### src/ucg_consts.svh
// Operation
// - Baud down-counter reloads at zero or low write
// - One tick per zero: sys clock over divisor+1
// - Divisor is twelve bits over two registers
// - Transmit bit rate: baud over 16, 8, 2
// - Receiver uses baud ticks, 16/8/2 sample states
// - Double speed halves divide and receive samples
// - Double speed only in asynchronous mode
// - Mode bit one selects synchronous operation
// - Clock pin direction selects master or slave
// - Transfer clock pin ignored when asynchronous
// - Slave clock synchronised then edge detected, two cycles
// - Sample on edge opposite to data change
// - Polarity zero: change rising, sample falling
// - One transmit buffer allows back-to-back frames
// - Two-entry receive buffer; framing, overrun, parity errors
// - Three interrupt sources: TX done, empty, RX
`ifndef UCG_CONSTS_SVH
`define UCG_CONSTS_SVH

// ----------------------------------------------------------------
// Register byte offsets
// ----------------------------------------------------------------
`define UCG_OFS_DATA 8'h00
`define UCG_OFS_CSA 8'h04
`define UCG_OFS_CSB 8'h08
`define UCG_OFS_CSC 8'h0C
`define UCG_OFS_DIVL 8'h10
`define UCG_OFS_DIVH 8'h14
`define UCG_OFS_IRQST 8'h18
`define UCG_OFS_IRQMASK 8'h1C

// ----------------------------------------------------------------
// Field positions
// ----------------------------------------------------------------
`define UCG_CSA_RXC 7
`define UCG_CSA_TXC 6
`define UCG_CSA_UDRE 5
`define UCG_CSA_FE 4
`define UCG_CSA_DOR 3
`define UCG_CSA_PE 2
`define UCG_CSA_DBL 1
`define UCG_CSB_RXEN 0
`define UCG_CSB_TXEN 1
`define UCG_CSB_PCUT 2
`define UCG_IRQ_RXC 0
`define UCG_IRQ_UDRE 1
`define UCG_IRQ_TXC 2

// ----------------------------------------------------------------
// Widths, reset values and divide ratios
// ----------------------------------------------------------------
`define UCG_DIV_W 12
`define UCG_DIVH_W 4
`define UCG_CSC_RST 8'h06
`define UCG_CSB_RST 3'h0
`define UCG_DIV_ASYNC 5'h10
`define UCG_DIV_DBL 5'h08
`define UCG_CHAR_BASE 4'h5
`define UCG_CHAR_MAX 4'h8
`define UCG_RXBUF_DEPTH 2'h2

`endif

### src/ucg_pkg.sv
package ucg_pkg;

  // Layout matches the control_status_c register, bit 7 first
  typedef struct packed {
    logic clkDirOut;
    logic syncMode;
    logic [1:0] parity;
    logic twoStop;
    logic [1:0] charSize;
    logic clkPol;
  } ucg_cfg_t;

  typedef struct packed {
    logic [7:0] data;
    logic fe;
    logic pe;
  } ucg_rx_entry_t;

  typedef enum logic [2:0] {
    TX_IDLE = 3'b000,
    TX_START = 3'b001,
    TX_DATA = 3'b010,
    TX_PAR = 3'b011,
    TX_STOP1 = 3'b100,
    TX_STOP2 = 3'b101
  } ucg_tx_state_t;

  typedef enum logic [2:0] {
    RX_IDLE = 3'b000,
    RX_START = 3'b001,
    RX_DATA = 3'b010,
    RX_PAR = 3'b011,
    RX_STOP = 3'b100
  } ucg_rx_state_t;

endpackage

### src/ucg_baud_gen.sv
`timescale 1ns/10ps
`default_nettype none
`include "ucg_consts.svh"

module ucg_baud_gen #(
  parameter int DIV_W = `UCG_DIV_W
) (
  input wire logic sys_clk,
  input wire logic rst_n,
  input wire logic [DIV_W-1:0] divisor,
  input wire logic reload,
  input wire logic enable,
  output logic tick
);

  logic [DIV_W-1:0] cntQ;
  logic [DIV_W-1:0] cntD;
  wire atZero = (cntQ == '0);

  // ----------------------------------------------------------------
  // Down-counter
  // ----------------------------------------------------------------
  // Held at the divisor while disabled so restart is clean
  assign cntD = (!enable || reload || atZero) ? divisor :
                cntQ - {{(DIV_W-1){1'b0}}, 1'b1};

  // Enable pulse rather than a derived clock net
  assign tick = enable && atZero && !reload;

  always_ff @(posedge sys_clk or negedge rst_n) begin
    if (!rst_n) begin
      cntQ <= '0;
    end else begin
      cntQ <= cntD;
    end
  end

endmodule
`default_nettype wire

### src/ucg_usart_clkgen.sv
// The Wishbone register port and the register addresses were decided locally.
`timescale 1ns/10ps
`default_nettype none
`include "ucg_consts.svh"

module ucg_usart_clkgen #(
  parameter int DIV_W = `UCG_DIV_W
) (
  input wire logic sys_clk,
  input wire logic rst_n,
  input wire logic [7:0] wb_adr_i,
  input wire logic [31:0] wb_dat_i,
  input wire logic [3:0] wb_sel_i,
  input wire logic wb_we_i,
  input wire logic wb_cyc_i,
  input wire logic wb_stb_i,
  output logic [31:0] wb_dat_o,
  output logic wb_ack_o,
  output logic irq,
  input wire logic receivePin,
  output logic transmitPin,
  input wire logic transferClockIn,
  output logic transferClockOut,
  output logic transferClockOe
);

  // ----------------------------------------------------------------
  // Helpers
  // ----------------------------------------------------------------
  function automatic logic [4:0] sampleLim(input logic dbl);
    sampleLim = dbl ? `UCG_DIV_DBL : `UCG_DIV_ASYNC;
  endfunction

  function automatic logic [3:0] charBits(input logic [1:0] sz);
    charBits = `UCG_CHAR_BASE + {2'b00, sz};
  endfunction

  // ----------------------------------------------------------------
  // Bus decode
  // ----------------------------------------------------------------
  logic ackQ;
  logic [31:0] datQ;
  logic [7:0] rdMux;
  wire acc = wb_cyc_i && wb_stb_i && !ackQ;
  wire wrEn = acc && wb_we_i && wb_sel_i[0];
  wire rdEn = acc && !wb_we_i;
  wire [7:0] wd = wb_dat_i[7:0];
  wire hitData = (wb_adr_i == `UCG_OFS_DATA);
  wire hitCsa = (wb_adr_i == `UCG_OFS_CSA);
  wire hitCsb = (wb_adr_i == `UCG_OFS_CSB);
  wire hitCsc = (wb_adr_i == `UCG_OFS_CSC);
  wire hitDivL = (wb_adr_i == `UCG_OFS_DIVL);
  wire hitDivH = (wb_adr_i == `UCG_OFS_DIVH);
  wire hitIrqSt = (wb_adr_i == `UCG_OFS_IRQST);
  wire hitIrqMask = (wb_adr_i == `UCG_OFS_IRQMASK);
  wire wrData = wrEn && hitData;
  wire wrCsa = wrEn && hitCsa;
  wire wrDivL = wrEn && hitDivL;
  wire rdData = rdEn && hitData;

  // ----------------------------------------------------------------
  // Configuration registers
  // ----------------------------------------------------------------
  logic dblSpeedQ;
  logic [2:0] csbQ;
  logic [7:0] cscQ;
  logic [7:0] divLowQ;
  logic [`UCG_DIVH_W-1:0] divHighQ;
  logic [2:0] irqStQ;
  logic [2:0] irqMaskQ;

  ucg_pkg::ucg_cfg_t cfg;
  assign cfg = ucg_pkg::ucg_cfg_t'(cscQ);

  wire syncMode = cfg.syncMode;
  wire dblEff = dblSpeedQ && !syncMode;
  wire isMaster = syncMode && cfg.clkDirOut;
  wire isSlave = syncMode && !cfg.clkDirOut;
  // Power cut stops baud, transmitter, receiver and clock drive; reset leaves it clear
  wire powered = !csbQ[`UCG_CSB_PCUT];
  wire rxEn = csbQ[`UCG_CSB_RXEN] && powered;
  wire txEn = csbQ[`UCG_CSB_TXEN] && powered;
  wire [4:0] lim = sampleLim(dblEff);
  wire [3:0] limM1 = 4'(lim - 5'h01);
  wire [3:0] halfM1 = 4'((lim >> 1) - 5'h01);
  wire [3:0] nBits = charBits(cfg.charSize);

  // ----------------------------------------------------------------
  // Baud generator
  // ----------------------------------------------------------------
  logic tick;
  ucg_baud_gen #(.DIV_W(DIV_W)) uBaud (
    .sys_clk(sys_clk),
    .rst_n(rst_n),
    .divisor({divHighQ, divLowQ}),
    .reload(wrDivL),
    .enable(powered),
    .tick(tick)
  );

  // ----------------------------------------------------------------
  // Transfer clock: master toggle and slave synchroniser
  // ----------------------------------------------------------------
  logic mClkQ;
  logic xs1Q;
  logic xs2Q;
  logic xs3Q;
  // Slave edges are seen two cycles after the pin moves
  wire sRise = isSlave && xs2Q && !xs3Q;
  wire sFall = isSlave && !xs2Q && xs3Q;
  // Master clock toggles per tick, giving baud over two
  wire mRise = isMaster && tick && !mClkQ;
  wire mFall = isMaster && tick && mClkQ;
  wire pinRise = isMaster ? mRise : sRise;
  wire pinFall = isMaster ? mFall : sFall;
  wire chgEv = cfg.clkPol ? pinFall : pinRise;
  wire smpEv = cfg.clkPol ? pinRise : pinFall;

  assign transferClockOut = mClkQ;
  assign transferClockOe = isMaster && powered;

  always_ff @(posedge sys_clk or negedge rst_n) begin
    if (!rst_n) begin
      xs1Q <= 1'b0;
      xs2Q <= 1'b0;
      xs3Q <= 1'b0;
      mClkQ <= 1'b0;
    end else begin
      xs1Q <= transferClockIn;
      xs2Q <= xs1Q;
      xs3Q <= xs2Q;
      mClkQ <= isMaster ? (mClkQ ^ tick) : 1'b0;
    end
  end

  // ----------------------------------------------------------------
  // Transmitter
  // ----------------------------------------------------------------
  ucg_pkg::ucg_tx_state_t txStQ;
  logic [3:0] txPreQ;
  logic [7:0] txBufQ;
  logic txFullQ;
  logic [7:0] txShQ;
  logic [3:0] txCntQ;
  logic txParQ;
  logic txPinQ;

  wire txAsyncEv = !syncMode && tick && (txPreQ == limM1);
  wire txBitEv = txEn && (syncMode ? chgEv : txAsyncEv);
  wire txEnding = (txStQ == ucg_pkg::TX_STOP2) ||
                  (txStQ == ucg_pkg::TX_STOP1 && !cfg.twoStop);
  wire txReady = (txStQ == ucg_pkg::TX_IDLE) || txEnding;
  // Reload straight from the buffer at the last stop bit
  wire txLoad = txBitEv && txFullQ && txReady;
  wire evUdre = txLoad;
  wire evTxc = txBitEv && txEnding && !txFullQ;

  assign transmitPin = txEn ? txPinQ : 1'b1;

  always_ff @(posedge sys_clk or negedge rst_n) begin
    if (!rst_n) begin
      txPreQ <= 4'h0;
      txBufQ <= 8'h00;
      txFullQ <= 1'b0;
    end else begin
      if (syncMode || !txEn) begin
        txPreQ <= 4'h0;
      end else if (tick) begin
        txPreQ <= (txPreQ == limM1) ? 4'h0 : txPreQ + 4'h1;
      end
      if (wrData && !txFullQ) begin
        txBufQ <= wd;
      end
      txFullQ <= (txFullQ && !txLoad) || (wrData && !txFullQ);
    end
  end

  always_ff @(posedge sys_clk or negedge rst_n) begin
    if (!rst_n) begin
      txStQ <= ucg_pkg::TX_IDLE;
      txShQ <= 8'h00;
      txCntQ <= 4'h0;
      txParQ <= 1'b0;
      txPinQ <= 1'b1;
    end else if (!txEn) begin
      txStQ <= ucg_pkg::TX_IDLE;
      txPinQ <= 1'b1;
    end else if (txLoad) begin
      txShQ <= txBufQ;
      txParQ <= cfg.parity[0];
      txPinQ <= 1'b0;
      txStQ <= ucg_pkg::TX_START;
    end else if (txBitEv) begin
      case (txStQ)
        ucg_pkg::TX_START, ucg_pkg::TX_DATA: begin
          if (txStQ == ucg_pkg::TX_DATA && txCntQ == nBits) begin
            txPinQ <= cfg.parity[1] ? txParQ : 1'b1;
            txStQ <= cfg.parity[1] ? ucg_pkg::TX_PAR : ucg_pkg::TX_STOP1;
          end else begin
            txPinQ <= txShQ[0];
            txParQ <= txParQ ^ txShQ[0];
            txShQ <= {1'b0, txShQ[7:1]};
            txCntQ <= (txStQ == ucg_pkg::TX_START) ? 4'h1 : txCntQ + 4'h1;
            txStQ <= ucg_pkg::TX_DATA;
          end
        end
        ucg_pkg::TX_PAR: begin
          txPinQ <= 1'b1;
          txStQ <= ucg_pkg::TX_STOP1;
        end
        ucg_pkg::TX_STOP1: begin
          txStQ <= cfg.twoStop ? ucg_pkg::TX_STOP2 : ucg_pkg::TX_IDLE;
        end
        default: begin
          txPinQ <= 1'b1;
          txStQ <= ucg_pkg::TX_IDLE;
        end
      endcase
    end
  end

  // ----------------------------------------------------------------
  // Receiver
  // ----------------------------------------------------------------
  ucg_pkg::ucg_rx_state_t rxStQ;
  logic [3:0] rxScQ;
  logic [7:0] rxShQ;
  logic [3:0] rxCntQ;
  logic rxParQ;
  logic rxPeQ;
  ucg_pkg::ucg_rx_entry_t rxMemQ [0:1];
  logic rxWrQ;
  logic rxRdQ;
  logic [1:0] rxCntBufQ;
  logic dorQ;

  wire rxIdle = (rxStQ == ucg_pkg::RX_IDLE);
  // Async sampling sits mid-bit: half a bit for start, then whole bits
  wire [3:0] scTarget = (rxStQ == ucg_pkg::RX_START) ? halfM1 : limM1;
  wire rxSmp = rxEn && (syncMode ? smpEv :
               (tick && !rxIdle && rxScQ == scTarget));
  wire rxStartAsync = rxEn && !syncMode && tick && rxIdle && !receivePin;
  wire rxStartSync = rxEn && syncMode && smpEv && rxIdle && !receivePin;
  wire rxPush = rxSmp && (rxStQ == ucg_pkg::RX_STOP);
  wire rxFull = (rxCntBufQ == `UCG_RXBUF_DEPTH);
  wire rxNotEmpty = (rxCntBufQ != 2'h0);
  wire rxPop = rdData && rxNotEmpty;
  wire evRxc = rxPush && !rxFull;
  wire [7:0] rxAligned = rxShQ >> (`UCG_CHAR_MAX - nBits);
  ucg_pkg::ucg_rx_entry_t rxHead;
  assign rxHead = rxMemQ[rxRdQ];

  always_ff @(posedge sys_clk or negedge rst_n) begin
    if (!rst_n) begin
      rxStQ <= ucg_pkg::RX_IDLE;
      rxScQ <= 4'h0;
      rxShQ <= 8'h00;
      rxCntQ <= 4'h0;
      rxParQ <= 1'b0;
      rxPeQ <= 1'b0;
    end else if (!rxEn) begin
      rxStQ <= ucg_pkg::RX_IDLE;
    end else if (rxStartAsync || rxStartSync) begin
      rxScQ <= 4'h0;
      rxCntQ <= 4'h0;
      rxParQ <= cfg.parity[0];
      rxPeQ <= 1'b0;
      rxStQ <= rxStartSync ? ucg_pkg::RX_DATA : ucg_pkg::RX_START;
    end else begin
      if (rxSmp) begin
        rxScQ <= 4'h0;
      end else if (tick) begin
        rxScQ <= rxScQ + 4'h1;
      end
      if (rxSmp) begin
        case (rxStQ)
          // False start: line back high at mid start bit
          ucg_pkg::RX_START: begin
            rxStQ <= receivePin ? ucg_pkg::RX_IDLE : ucg_pkg::RX_DATA;
          end
          ucg_pkg::RX_DATA: begin
            rxShQ <= {receivePin, rxShQ[7:1]};
            rxParQ <= rxParQ ^ receivePin;
            rxCntQ <= rxCntQ + 4'h1;
            if (rxCntQ + 4'h1 == nBits) begin
              rxStQ <= cfg.parity[1] ? ucg_pkg::RX_PAR : ucg_pkg::RX_STOP;
            end
          end
          ucg_pkg::RX_PAR: begin
            rxPeQ <= receivePin ^ rxParQ;
            rxStQ <= ucg_pkg::RX_STOP;
          end
          default: begin
            rxStQ <= ucg_pkg::RX_IDLE;
          end
        endcase
      end
    end
  end

  // Two-entry buffer; a frame arriving while full is dropped
  always_ff @(posedge sys_clk or negedge rst_n) begin
    if (!rst_n) begin
      rxMemQ[0] <= '0;
      rxMemQ[1] <= '0;
      rxWrQ <= 1'b0;
      rxRdQ <= 1'b0;
      rxCntBufQ <= 2'h0;
      dorQ <= 1'b0;
    end else begin
      if (evRxc) begin
        rxMemQ[rxWrQ] <= '{data: rxAligned, fe: !receivePin,
                           pe: rxPeQ};
        rxWrQ <= !rxWrQ;
      end
      if (rxPop) begin
        rxRdQ <= !rxRdQ;
      end
      rxCntBufQ <= rxCntBufQ + {1'b0, evRxc} - {1'b0, rxPop};
      dorQ <= (rxPush && rxFull) || (dorQ && !rxPop);
    end
  end

  // ----------------------------------------------------------------
  // Status, interrupts and register writes
  // ----------------------------------------------------------------
  logic txcQ;
  wire [2:0] evAll = {evTxc, evUdre, evRxc};
  wire [2:0] irqClr = (wrEn && hitIrqSt) ? wd[2:0] : 3'h0;
  wire txcClr = wrCsa && wd[`UCG_CSA_TXC];

  assign irq = |(irqStQ & irqMaskQ);

  always_ff @(posedge sys_clk or negedge rst_n) begin
    if (!rst_n) begin
      dblSpeedQ <= 1'b0;
      csbQ <= `UCG_CSB_RST;
      cscQ <= `UCG_CSC_RST;
      divLowQ <= 8'h00;
      divHighQ <= '0;
      irqMaskQ <= 3'h0;
      irqStQ <= 3'h0;
      txcQ <= 1'b0;
    end else begin
      if (wrCsa) begin
        dblSpeedQ <= wd[`UCG_CSA_DBL];
      end
      if (wrEn && hitCsb) begin
        csbQ <= wd[2:0];
      end
      if (wrEn && hitCsc) begin
        cscQ <= wd;
      end
      if (wrDivL) begin
        divLowQ <= wd;
      end
      if (wrEn && hitDivH) begin
        divHighQ <= wd[`UCG_DIVH_W-1:0];
      end
      if (wrEn && hitIrqMask) begin
        irqMaskQ <= wd[2:0];
      end
      // An event in the clearing cycle wins
      irqStQ <= (irqStQ & ~irqClr) | evAll;
      txcQ <= (txcQ && !txcClr) || evTxc;
    end
  end

  // ----------------------------------------------------------------
  // Read mux and acknowledge
  // ----------------------------------------------------------------
  always_comb begin
    if (hitData) begin
      rdMux = rxHead.data;
    end else if (hitCsa) begin
      rdMux = {rxNotEmpty, txcQ, !txFullQ, rxHead.fe && rxNotEmpty, dorQ,
               rxHead.pe && rxNotEmpty, dblSpeedQ, 1'b0};
    end else if (hitCsb) begin
      rdMux = {5'h00, csbQ};
    end else if (hitCsc) begin
      rdMux = cscQ;
    end else if (hitDivL) begin
      rdMux = divLowQ;
    end else if (hitDivH) begin
      rdMux = {{(8-`UCG_DIVH_W){1'b0}}, divHighQ};
    end else if (hitIrqSt) begin
      rdMux = {5'h00, irqStQ};
    end else if (hitIrqMask) begin
      rdMux = {5'h00, irqMaskQ};
    end else begin
      rdMux = 8'h00;
    end
  end

  assign wb_ack_o = ackQ;
  assign wb_dat_o = datQ;

  always_ff @(posedge sys_clk or negedge rst_n) begin
    if (!rst_n) begin
      ackQ <= 1'b0;
      datQ <= 32'h00000000;
    end else begin
      ackQ <= acc;
      if (rdEn) begin
        datQ <= {24'h000000, rdMux};
      end
    end
  end

endmodule
`default_nettype wire

### config.mk
export PLATFORM = sky130hd
export DESIGN_NAME = ucg_usart_clkgen
export DESIGN_NICKNAME = d
export VERILOG_FILES = /design/src/ucg_pkg.sv /design/src/ucg_baud_gen.sv /design/src/ucg_usart_clkgen.sv
export VERILOG_INCLUDE_DIRS = /design/src
export SDC_FILE = /design/constraint.sdc
export NUM_CORES = 1
export LEC_CHECK = 0
export ABC_CLOCK_PERIOD_IN_PS = 4400
export BUFFER_PORTS_ARGS = -buffer_cell sky130_fd_sc_hd__buf_4
export CAP_MARGIN = 15
export CORE_AREA = 2 2 161 163
export CTS_CLUSTER_DIAMETER = 150
export DETAILED_ROUTE_END_ITERATION = 10
export DIE_AREA = 0 0 163 165
export SLEW_MARGIN = 30
export SYNTH_ARGS = -nofsm -noshare
export SYNTH_HDL_FRONTEND = slang
export SYNTH_HIERARCHICAL = 1
export SYNTH_SLANG_ARGS = --single-unit
### constraint.sdc
create_clock -name sys_clk -period 4.4 [get_ports sys_clk]
set_input_delay 0.44 -clock sys_clk [delete_from_list [all_inputs] [get_ports sys_clk]]
set_output_delay 0.44 -clock sys_clk [all_outputs]
set_load 0.01 [all_outputs]
==> results of run 1 <==
-- kinds of logic (layout without fill, tap and decap cells) --
group	count (synthesis)	in the layout	synth area share [%]
XOR/XNOR	27	27	3.29
flip-flops	132	132	46.1
multiplexers	94	94	16.5
other	1	24	0.0522
adder cells (fa/ha/maj)	9	9	1.57
AO/OA/AOI/OAI	118	118	11.8
buffers and inverters	72	101	5.45
AND/OR/NAND/NOR	202	202	15.3
-- per-stage QoR --
stage                     hold slack, ns  cell area [sq um]
after detailed placement           0.335               7720
after CTS                          0.116               8360
after global placement             0.334               7720
after floorplan                    0.144               7270
final                             0.0825               8380
after global routing               0.121               8380
-- sequential cells by signal (all words and copies together), names as in the netlist, 2 cells and up --
signal      count
txBufQ          8
rxCntBufQ       2
divLowQ         8
wb_dat_o        8
irqMaskQ        3
rxMemQ         20
rxShQ           8
rxCntQ          4
irqStQ          3
txShQ           8
txPreQ          4
divHighQ        4
txCntQ          4
csbQ            3
txStQ           3
cfg             8
rxScQ           4
uBaud/cntQ     12
rxStQ           3
-- cell type report --
| type | count | area (sq um) |
|---|---|---|
| inverters | 24 | 90.1 |
| multi-input cells | 474 | 3590 |
| well taps | 330 | 413 |
| repair buffers | 45 | 344 |
| fillers | 2513 | 16700 |
| flip-flops and latches | 132 | 3310 |
| clock inverters | 12 | 179 |
| clock buffers | 20 | 457 |
-- cells in the mapped netlist (6+ instances only) --
master    number
nand2_1       72
ha_1           9
buf_2          6
buf_4         24
mux2_2        48
xnor2_1       18
clkbuf_1      13
inv_1         24
nand3b_1       6
nor3_1        12
xor2_1         9
nor2b_1        8
dfrtp_1      129
a21oi_1       12
nand2b_1      11
mux4_2         8
o21ai_0       32
a22o_1        19
nor2_1        26
mux2_4        17
nand3_1       21
mux2i_1       21
a31oi_1        6
-- worst max-delay path, cell delays in order, from the launching register on --
cell and delay [ns]:
dfrtp_1 0.42, nor3_2 0.39, nand4_2 0.26, nor3b_2 0.55, nor2b_1 0.24, nand3_1 0.11
a31oi_2 0.29, o21ai_4 0.12, buf_4 0.18, nor3_4 0.49, mux2_2 0.40
-- power by group --
part / switching (uW) / internal, uW
sequential: 51.6 / 1260
clock: 542 / 978
combinational: 130 / 140
-- placed cells by master, fill, tap and decap left out, types with 4 or more instances in the layout --
master     instances
nor2b_1            8
a22o_1            19
mux2i_1           21
o21a_1             5
xnor2_1           18
nor2_1            26
a211oi_1           5
mux4_2             8
a21o_1             5
clkbuf_16         17
and3_1             4
nand3_1           21
o21ai_0           32
nand4b_1           4
conb_1            24
a31oi_1            6
a21oi_1           12
inv_1             24
xor2_1             9
nand3b_1           6
nand2_1           72
o2bb2ai_1          4
or3_1              5
dfrtp_1          129
mux2_4            17
buf_4             44
bufinv_16          4
nor3_1            12
mux2_2            48
nand2b_1          11
ha_1               9
-- routing by layer --
layer | track usage, % | vias up
li1 | - | 2404
met1 | 15.8 | 2511
met2 | 20.1 | 84
met3 | 3.26 | 18
met4 | 4.22 | 0
met5 | 0 | -
-- how the worst max path moves through the flow --
stage                       start      endpoint  cells after the start
finish              uBaud/cntQ[4]     rxMemQ[5]                     10
global route        uBaud/cntQ[4]  rxCntBufQ[1]                     14
CTS                 uBaud/cntQ[4]     rxMemQ[5]                     10
detailed placement       wb_stb_i     rxMemQ[5]                     12
global placement         wb_stb_i     rxMemQ[7]                     12
floorplan             wb_adr_i[2]  rxCntBufQ[1]                     18
==> run summary, run 1 <==
For this block, wires on met1 add up to 7510 um. Setup repair after global routing left no endpoint under its margin. The first global-routing pass estimated approximately 26000 um of wire.

The synthesized netlist cell count is 655. The total number of H-tree levels is 4. The detailed router finished its first iteration with 278 violations. The count of flip-flops with a built-in enable after synthesis came out at 0. The part of the cycle the worst path needs came out at 81.3%. The hold buffer count at CTS came out at 0. The required time of the critical path is 4.71 ns. In the synthesized netlist the dominant register cell turns out to be dfrtp_1.

The transition time of the tightest slew-check pin came out at between 0.7 and 0.8 ns. The layout-stage area growth over the synthesis result is 16.6%. Counting the buffers created by CTS gives 17. The data arrival at the endpoint of the critical path came out at ~3.9 ns. The longest clock path from root to sink contains 2 buffers.

The maximum number of pins on one net before global-route repair came out at 96. The launch instance of the worst register-to-register path is uBaud/cntQ[4]. The reported max-cap violation count came out at 0.

After clock tree synthesis, the clock-pin slew on the worst setup and hold paths is 0.06 ns. The final hold violation count is 0. Summed over all layers, the global routing overflow is 0. The clock period minus worst slack came out at between 3 and 4 ns.

The total length of routed met2 wires is 7580 um. The die is around 170 um tall. The mean instance size in the synthesized netlist is roughly 11 sq um. Summing every instance area after synthesis gives 0.00718 sq mm.

The final-layout setup total negative slack came out at 0 ns. The filler-free cell count of the finished design came out at roughly 1000. The initial cell density of the core came out at between 20% and 30%.

The number of core rows came out at 58. The clock skew is 0.0102 ns. The CTS sink count is 132. The post-cts repair resize count is 0.

Dividing total power by cell area gives a power density of roughly 370 mW/mm^2. TritonCTS built the clock tree. The via count of the first global-routing pass is 4863. The maximum vdd ir drop is 256 uV. The count of warnings emitted by yosys is 6. STA classifies the critical path endpoint as a flip-flop. The overall via count from detail_route is 5017.

The biggest area consumer among synthesized cells is dfrtp_1. The pre-antenna-repair detailed-routing pass consisted of 5 iterations. Timing analysis after detailed placement gives a worst setup slack of 0.440 ns. In this run the post-CTS setup repair buffer count came out at 0. The post-detailed-placement half-perimeter wirelength is about 11000 um.

Total power for the finished layout comes to 3100 uW. In this run the worst hold path is classified as input pin to async pin. The quantity of I/O buffers inserted on ports is 36. The core occupancy in the finished layout came out at 33.5%. Counting flops and latches in the post-synthesis netlist gives roughly 130.

After detailed routing, the average wire length per cell comes to 15.4 um. The relative slew slack came out at 48.5%. The floorplan die area is about 0.027 sq mm. In this run the standard cell core region covers approximately 0.025 sq mm. The flow ran to the end, and the final reports show no timing, DRC or antenna violations.

The leakage power came out at 0.00374 uW. The number of pins exceeding their max-slew limit in the final report came out at 0. The number of cells on the worst reg-to-reg path is 10. The setup check on the worst reg-to-reg path leaves a slack of 0.82 ns. Signal routing reaches up to met4. The count of inserted antenna diode cells came out at 0. The via count normalized by instance count is 4.84. By area the synthesized netlist is led by dfrtp_1 45%, mux2_2 7.5%, nand2_1 3.8%. Summed over all layers, the routed wires come to approximately 16000 um.

The final count of negative-setup-slack endpoints came out at 0. The initial antenna violation count was 0. In the routed design, unresolved DRC markers number 0. The overall die width came out at 163 um.

88 I/O pins were placed. The sequential-to-total area share from yosys stat came out at 46.1%. Once placement completed, the tool counted placed cells totaling 1005. The net count of the finished layout is ~750. The tree is rooted in a clkbuf_16. The unique cell type count in the Yosys netlist came out at between 70 and 80. The worst setup path is of the flip-flop to flip-flop kind.

The async set-reset flop share out of synthesis came out at 100%. In this run the remaining antenna-violating nets after routing total 0. The wire length on met3 came out at roughly 630 um. The worst register-to-register path ends at rxMemQ[5]. The fraction of layout instances using a drive strength above 1 is 23.9%.

The maximum fanout encountered on the critical timing path came out at 10. The global-route total usage across every layer is 12.3%. The minimum setup slack in the final design came out at 0.823 ns. The placer congestion estimate is between 0.7 and 0.8.

The area share of the leading cell type in the synthesized netlist came out at between 40% and 50%. STA classifies the critical path startpoint as a flip-flop. The clock insertion delay at the later pin of the skew report came out at about 0.42 ns.

The top achievable clock speed is 280 MHz.
(Power assumes the default switching activity.)
==> run 2, diff against run 1 <==
--- a/config.mk
+++ b/config.mk
@@ -6,7 +6,7 @@
 export SDC_FILE = /design/constraint.sdc
 export NUM_CORES = 1
 export LEC_CHECK = 0
-export ABC_CLOCK_PERIOD_IN_PS = 4400
+export ABC_CLOCK_PERIOD_IN_PS = 3200
 export BUFFER_PORTS_ARGS = -buffer_cell sky130_fd_sc_hd__buf_4
 export CAP_MARGIN = 15
 export CORE_AREA = 2 2 161 163
==> constraint.sdc (replaced) <==
create_clock -name sys_clk -period 3.2 [get_ports sys_clk]
set_input_delay 0.32 -clock sys_clk [delete_from_list [all_inputs] [get_ports sys_clk]]
set_output_delay 0.32 -clock sys_clk [all_outputs]
set_load 0.01 [all_outputs]
==> run 2 against run 1 <==
Critical path depth rose by 4. Cell count rose by 3.8%. Sequential power rose by 36%. Die area did not move. Non-clock buffer count rose by 39. Design area rose by 4.6%. Highest routed layer unchanged.
==> run summary, run 2 (synthesized netlist as in run 1, its figures left out) <==
The flow ran to the end, and the final reports show no timing, DRC or antenna violations. The number of core rows is 58. The reg-to-reg setup timing slack came out at 0.13 ns. The switching share of total power is a little under a quarter. STA classifies the critical path endpoint as a flip-flop.

The layout-stage area growth over the synthesis result came out at 22.0%. The critical path in this run is classified as flip-flop to flip-flop. The final hold violation count came out at 0. The first-pass detailed-route iteration total is 5. The initial cell density of the core is 28.7%.

The quantity of I/O buffers inserted on ports is 36. The overall via count from detail_route came out at approximately 5100. The overall routed net length came out at 16200 um. The power share of the sequential group came out at 40.6%. TritonCTS built the clock tree. The floorplan die area came out at 0.0269 sq mm. Cells fill 35.0% of the core in the end.

The placer congestion estimate is roughly 0.77. The required time of the critical path came out at 3.50 ns. The number of buffers added by the clock tree synthesis step came out at 17.

The path class of the tightest hold or removal check is input pin to flip-flop. In the routed design, unresolved DRC markers number 0. The via count of the first global-routing pass is around 5000. The register with the most flip-flops in the layout has 20 of them. The HPWL after detailed placement is 11700 um. The number of setup buffers added after CTS is 0. Entering global routing, the biggest net connects between 70 and 80 pins. The number of pins exceeding their max-slew limit in the final report is 0. The library cell used most frequently in the layout, excluding fill and tap cells, is dfrtp_1. The transition time of the tightest slew-check pin is 0.664 ns.

The standard cell core area came out at 0.0250 sq mm. The reported max-cap violation count is 0. Clock latency on the worst-skew pair, taken at its later pin, is ~0.42 ns. The CTS sink count came out at 132. Tracing the worst setup path back leads to its startpoint at uBaud/cntQ[7]. In this run the most critical hold path is launched from wb_dat_i[4]. The number of placed I/O pins came out at 88.

The slowest stage of the critical path belongs to the cell dfrtp_1. In this run the worst path has a maximum fanout of 3. The clock skew came out at 0.00744 ns. Cells with a size suffix above 1 make up between 20% and 30% of the layout. In the final layout, the registers with the most flip-flops are rxMemQ x20, uBaud/cntQ x12. The detailed-route wire length per cell came out at ~15 um. The global-route congestion overflow total came out at 0. The internal power contribution is 3330 uW.

The top cell types in the final layout, fill and taps aside, are 129 x dfrtp_1, 76 x buf_4, 72 x nand2_1, 48 x mux2_2, 32 x o21ai_0. The leakage power is ~0.0040 uW. The clock passes through at most 2 buffers. Global routing consumed, over all layers together, 12.6% of the routing resources. The initial antenna violation count is 0. rxMemQ holds more flip-flops than any other register. The part of the cycle the worst path needs is 95.8%. STA puts the critical path data arrival time at between 3 and 4 ns.

The top achievable clock speed is ~330 MHz. The launch instance of the worst register-to-register path is uBaud/cntQ[7]. The root buffer cell is clkbuf_16. In this run the power density over the cells is 500 mW/mm^2. For this run, the post-layout net count is 793. The violation count after the first detailed-route iteration is 282.

The clock tree synthesis step divided the H-tree into 4 levels. The clock-pin slew on the worst setup and hold paths is 0.06 ns. The floorplan step set the die height to 165 um. The relative slew slack came out at 55.3%. The clock period minus worst slack is roughly 3 ns.

Once detail routing completed, the nets flagged for antenna violations numbered 0. The number of antenna diodes in the final layout is 0. After detailed routing, the number of vias per cell comes to 4.74.

The final-layout setup total negative slack is 0 ns. The first global-routing pass estimated 26400 um of wire. Traced cell by cell, the critical path runs through nor4_4 -> nand4_4 -> nor3b_4 -> nor2b_4 -> nand3_1 -> a31oi_4 -> o21ai_4 -> nor2_1 -> inv_1 -> ha_1 -> inv_1 -> ha_1 -> xnor2_2 -> xnor2_1. The tightest hold margin came out at 0.120 ns. The logic gate share of total power is 11.3%.

The stage delay of the slowest cell on the critical path is 0.41 ns. The net switching power came out at 1050 uW. The overall die width came out at 163 um.

The type of origin of the critical path is a flip-flop. The final count of negative-setup-slack endpoints came out at 0. The maximum vdd ir drop came out at 348 uV.

The share of power burned in the clock network is 48.1%.
==> run 2: final cells by class <==
class	count	area (sq um)
inverters	24	90.1
clock inverters	13	196
flip-flops and latches	132	3310
multi-input cells	474	3610
clock buffers	19	443
repair buffers	84	693
well taps	330	413
fillers	2505	16300
==> run 2: worst paths after layout <==
kind | endpoint | cells after the start
worst min register to register | xs2Q | 0
worst min-delay path | divLowQ[4] | 3
worst max-delay path | rxCntBufQ[1] | 14
min in group asynchronous | rxMemQ[13] | 2
worst max register to register | rxCntBufQ[1] | 14
max in group asynchronous | txPinQ | 3
==> run 2: what timing repair did <==
action                                  4_1_cts  5_1_grt
endpoints found under the setup margin        0       39
hold buffers                                  2        0
endpoints found under the hold margin        61        0
gates resized for setup                       0        9
==> run 2: through the flow <==
step	power [uW]	setup slack, ns	instances	instance area [sq um]
floorplan	2110	0.00932	678	7270
global placement	2280	-0.0472	1042	8050
detailed placement	2290	-0.0469	1042	8050
CTS	4410	0.00562	1076	8710
global route	4550	-0.0404	1076	8760
finish	4380	0.134	1076	8760
==> run 2: power groups by stage <==
stage / sequential (uW) / clock, uW / combinational, uW
after floorplan: 1820 / 0 / 289
after global placement: 1810 / 0 / 477
after detailed placement: 1810 / 0 / 483
after CTS: 1780 / 2150 / 489
after global routing: 1790 / 2220 / 541
final: 1780 / 2110 / 494
==> run 2: critical path: cells and delay by family, from the launching register on <==
family,cells,cell delay [ns]
AND/OR/NAND/NOR,6,1.40
adder cells (fa/ha/maj),2,0.47
XOR/XNOR,2,0.27
flip-flops,1,0.41
buffers and inverters,2,0.10
AO/OA/AOI/OAI,2,0.29
==> run 2: layer usage <==
layer / vias to the layer above / GRT usage [%] / part of all wire [%]
met5: - / 0 / 0
met4: 0 / 4.06 / 1.1
li1: 2465 / - / -
met2: 111 / 20.6 / 48
met3: 15 / 3.09 / 4.3
met1: 2513 / 16.5 / 46
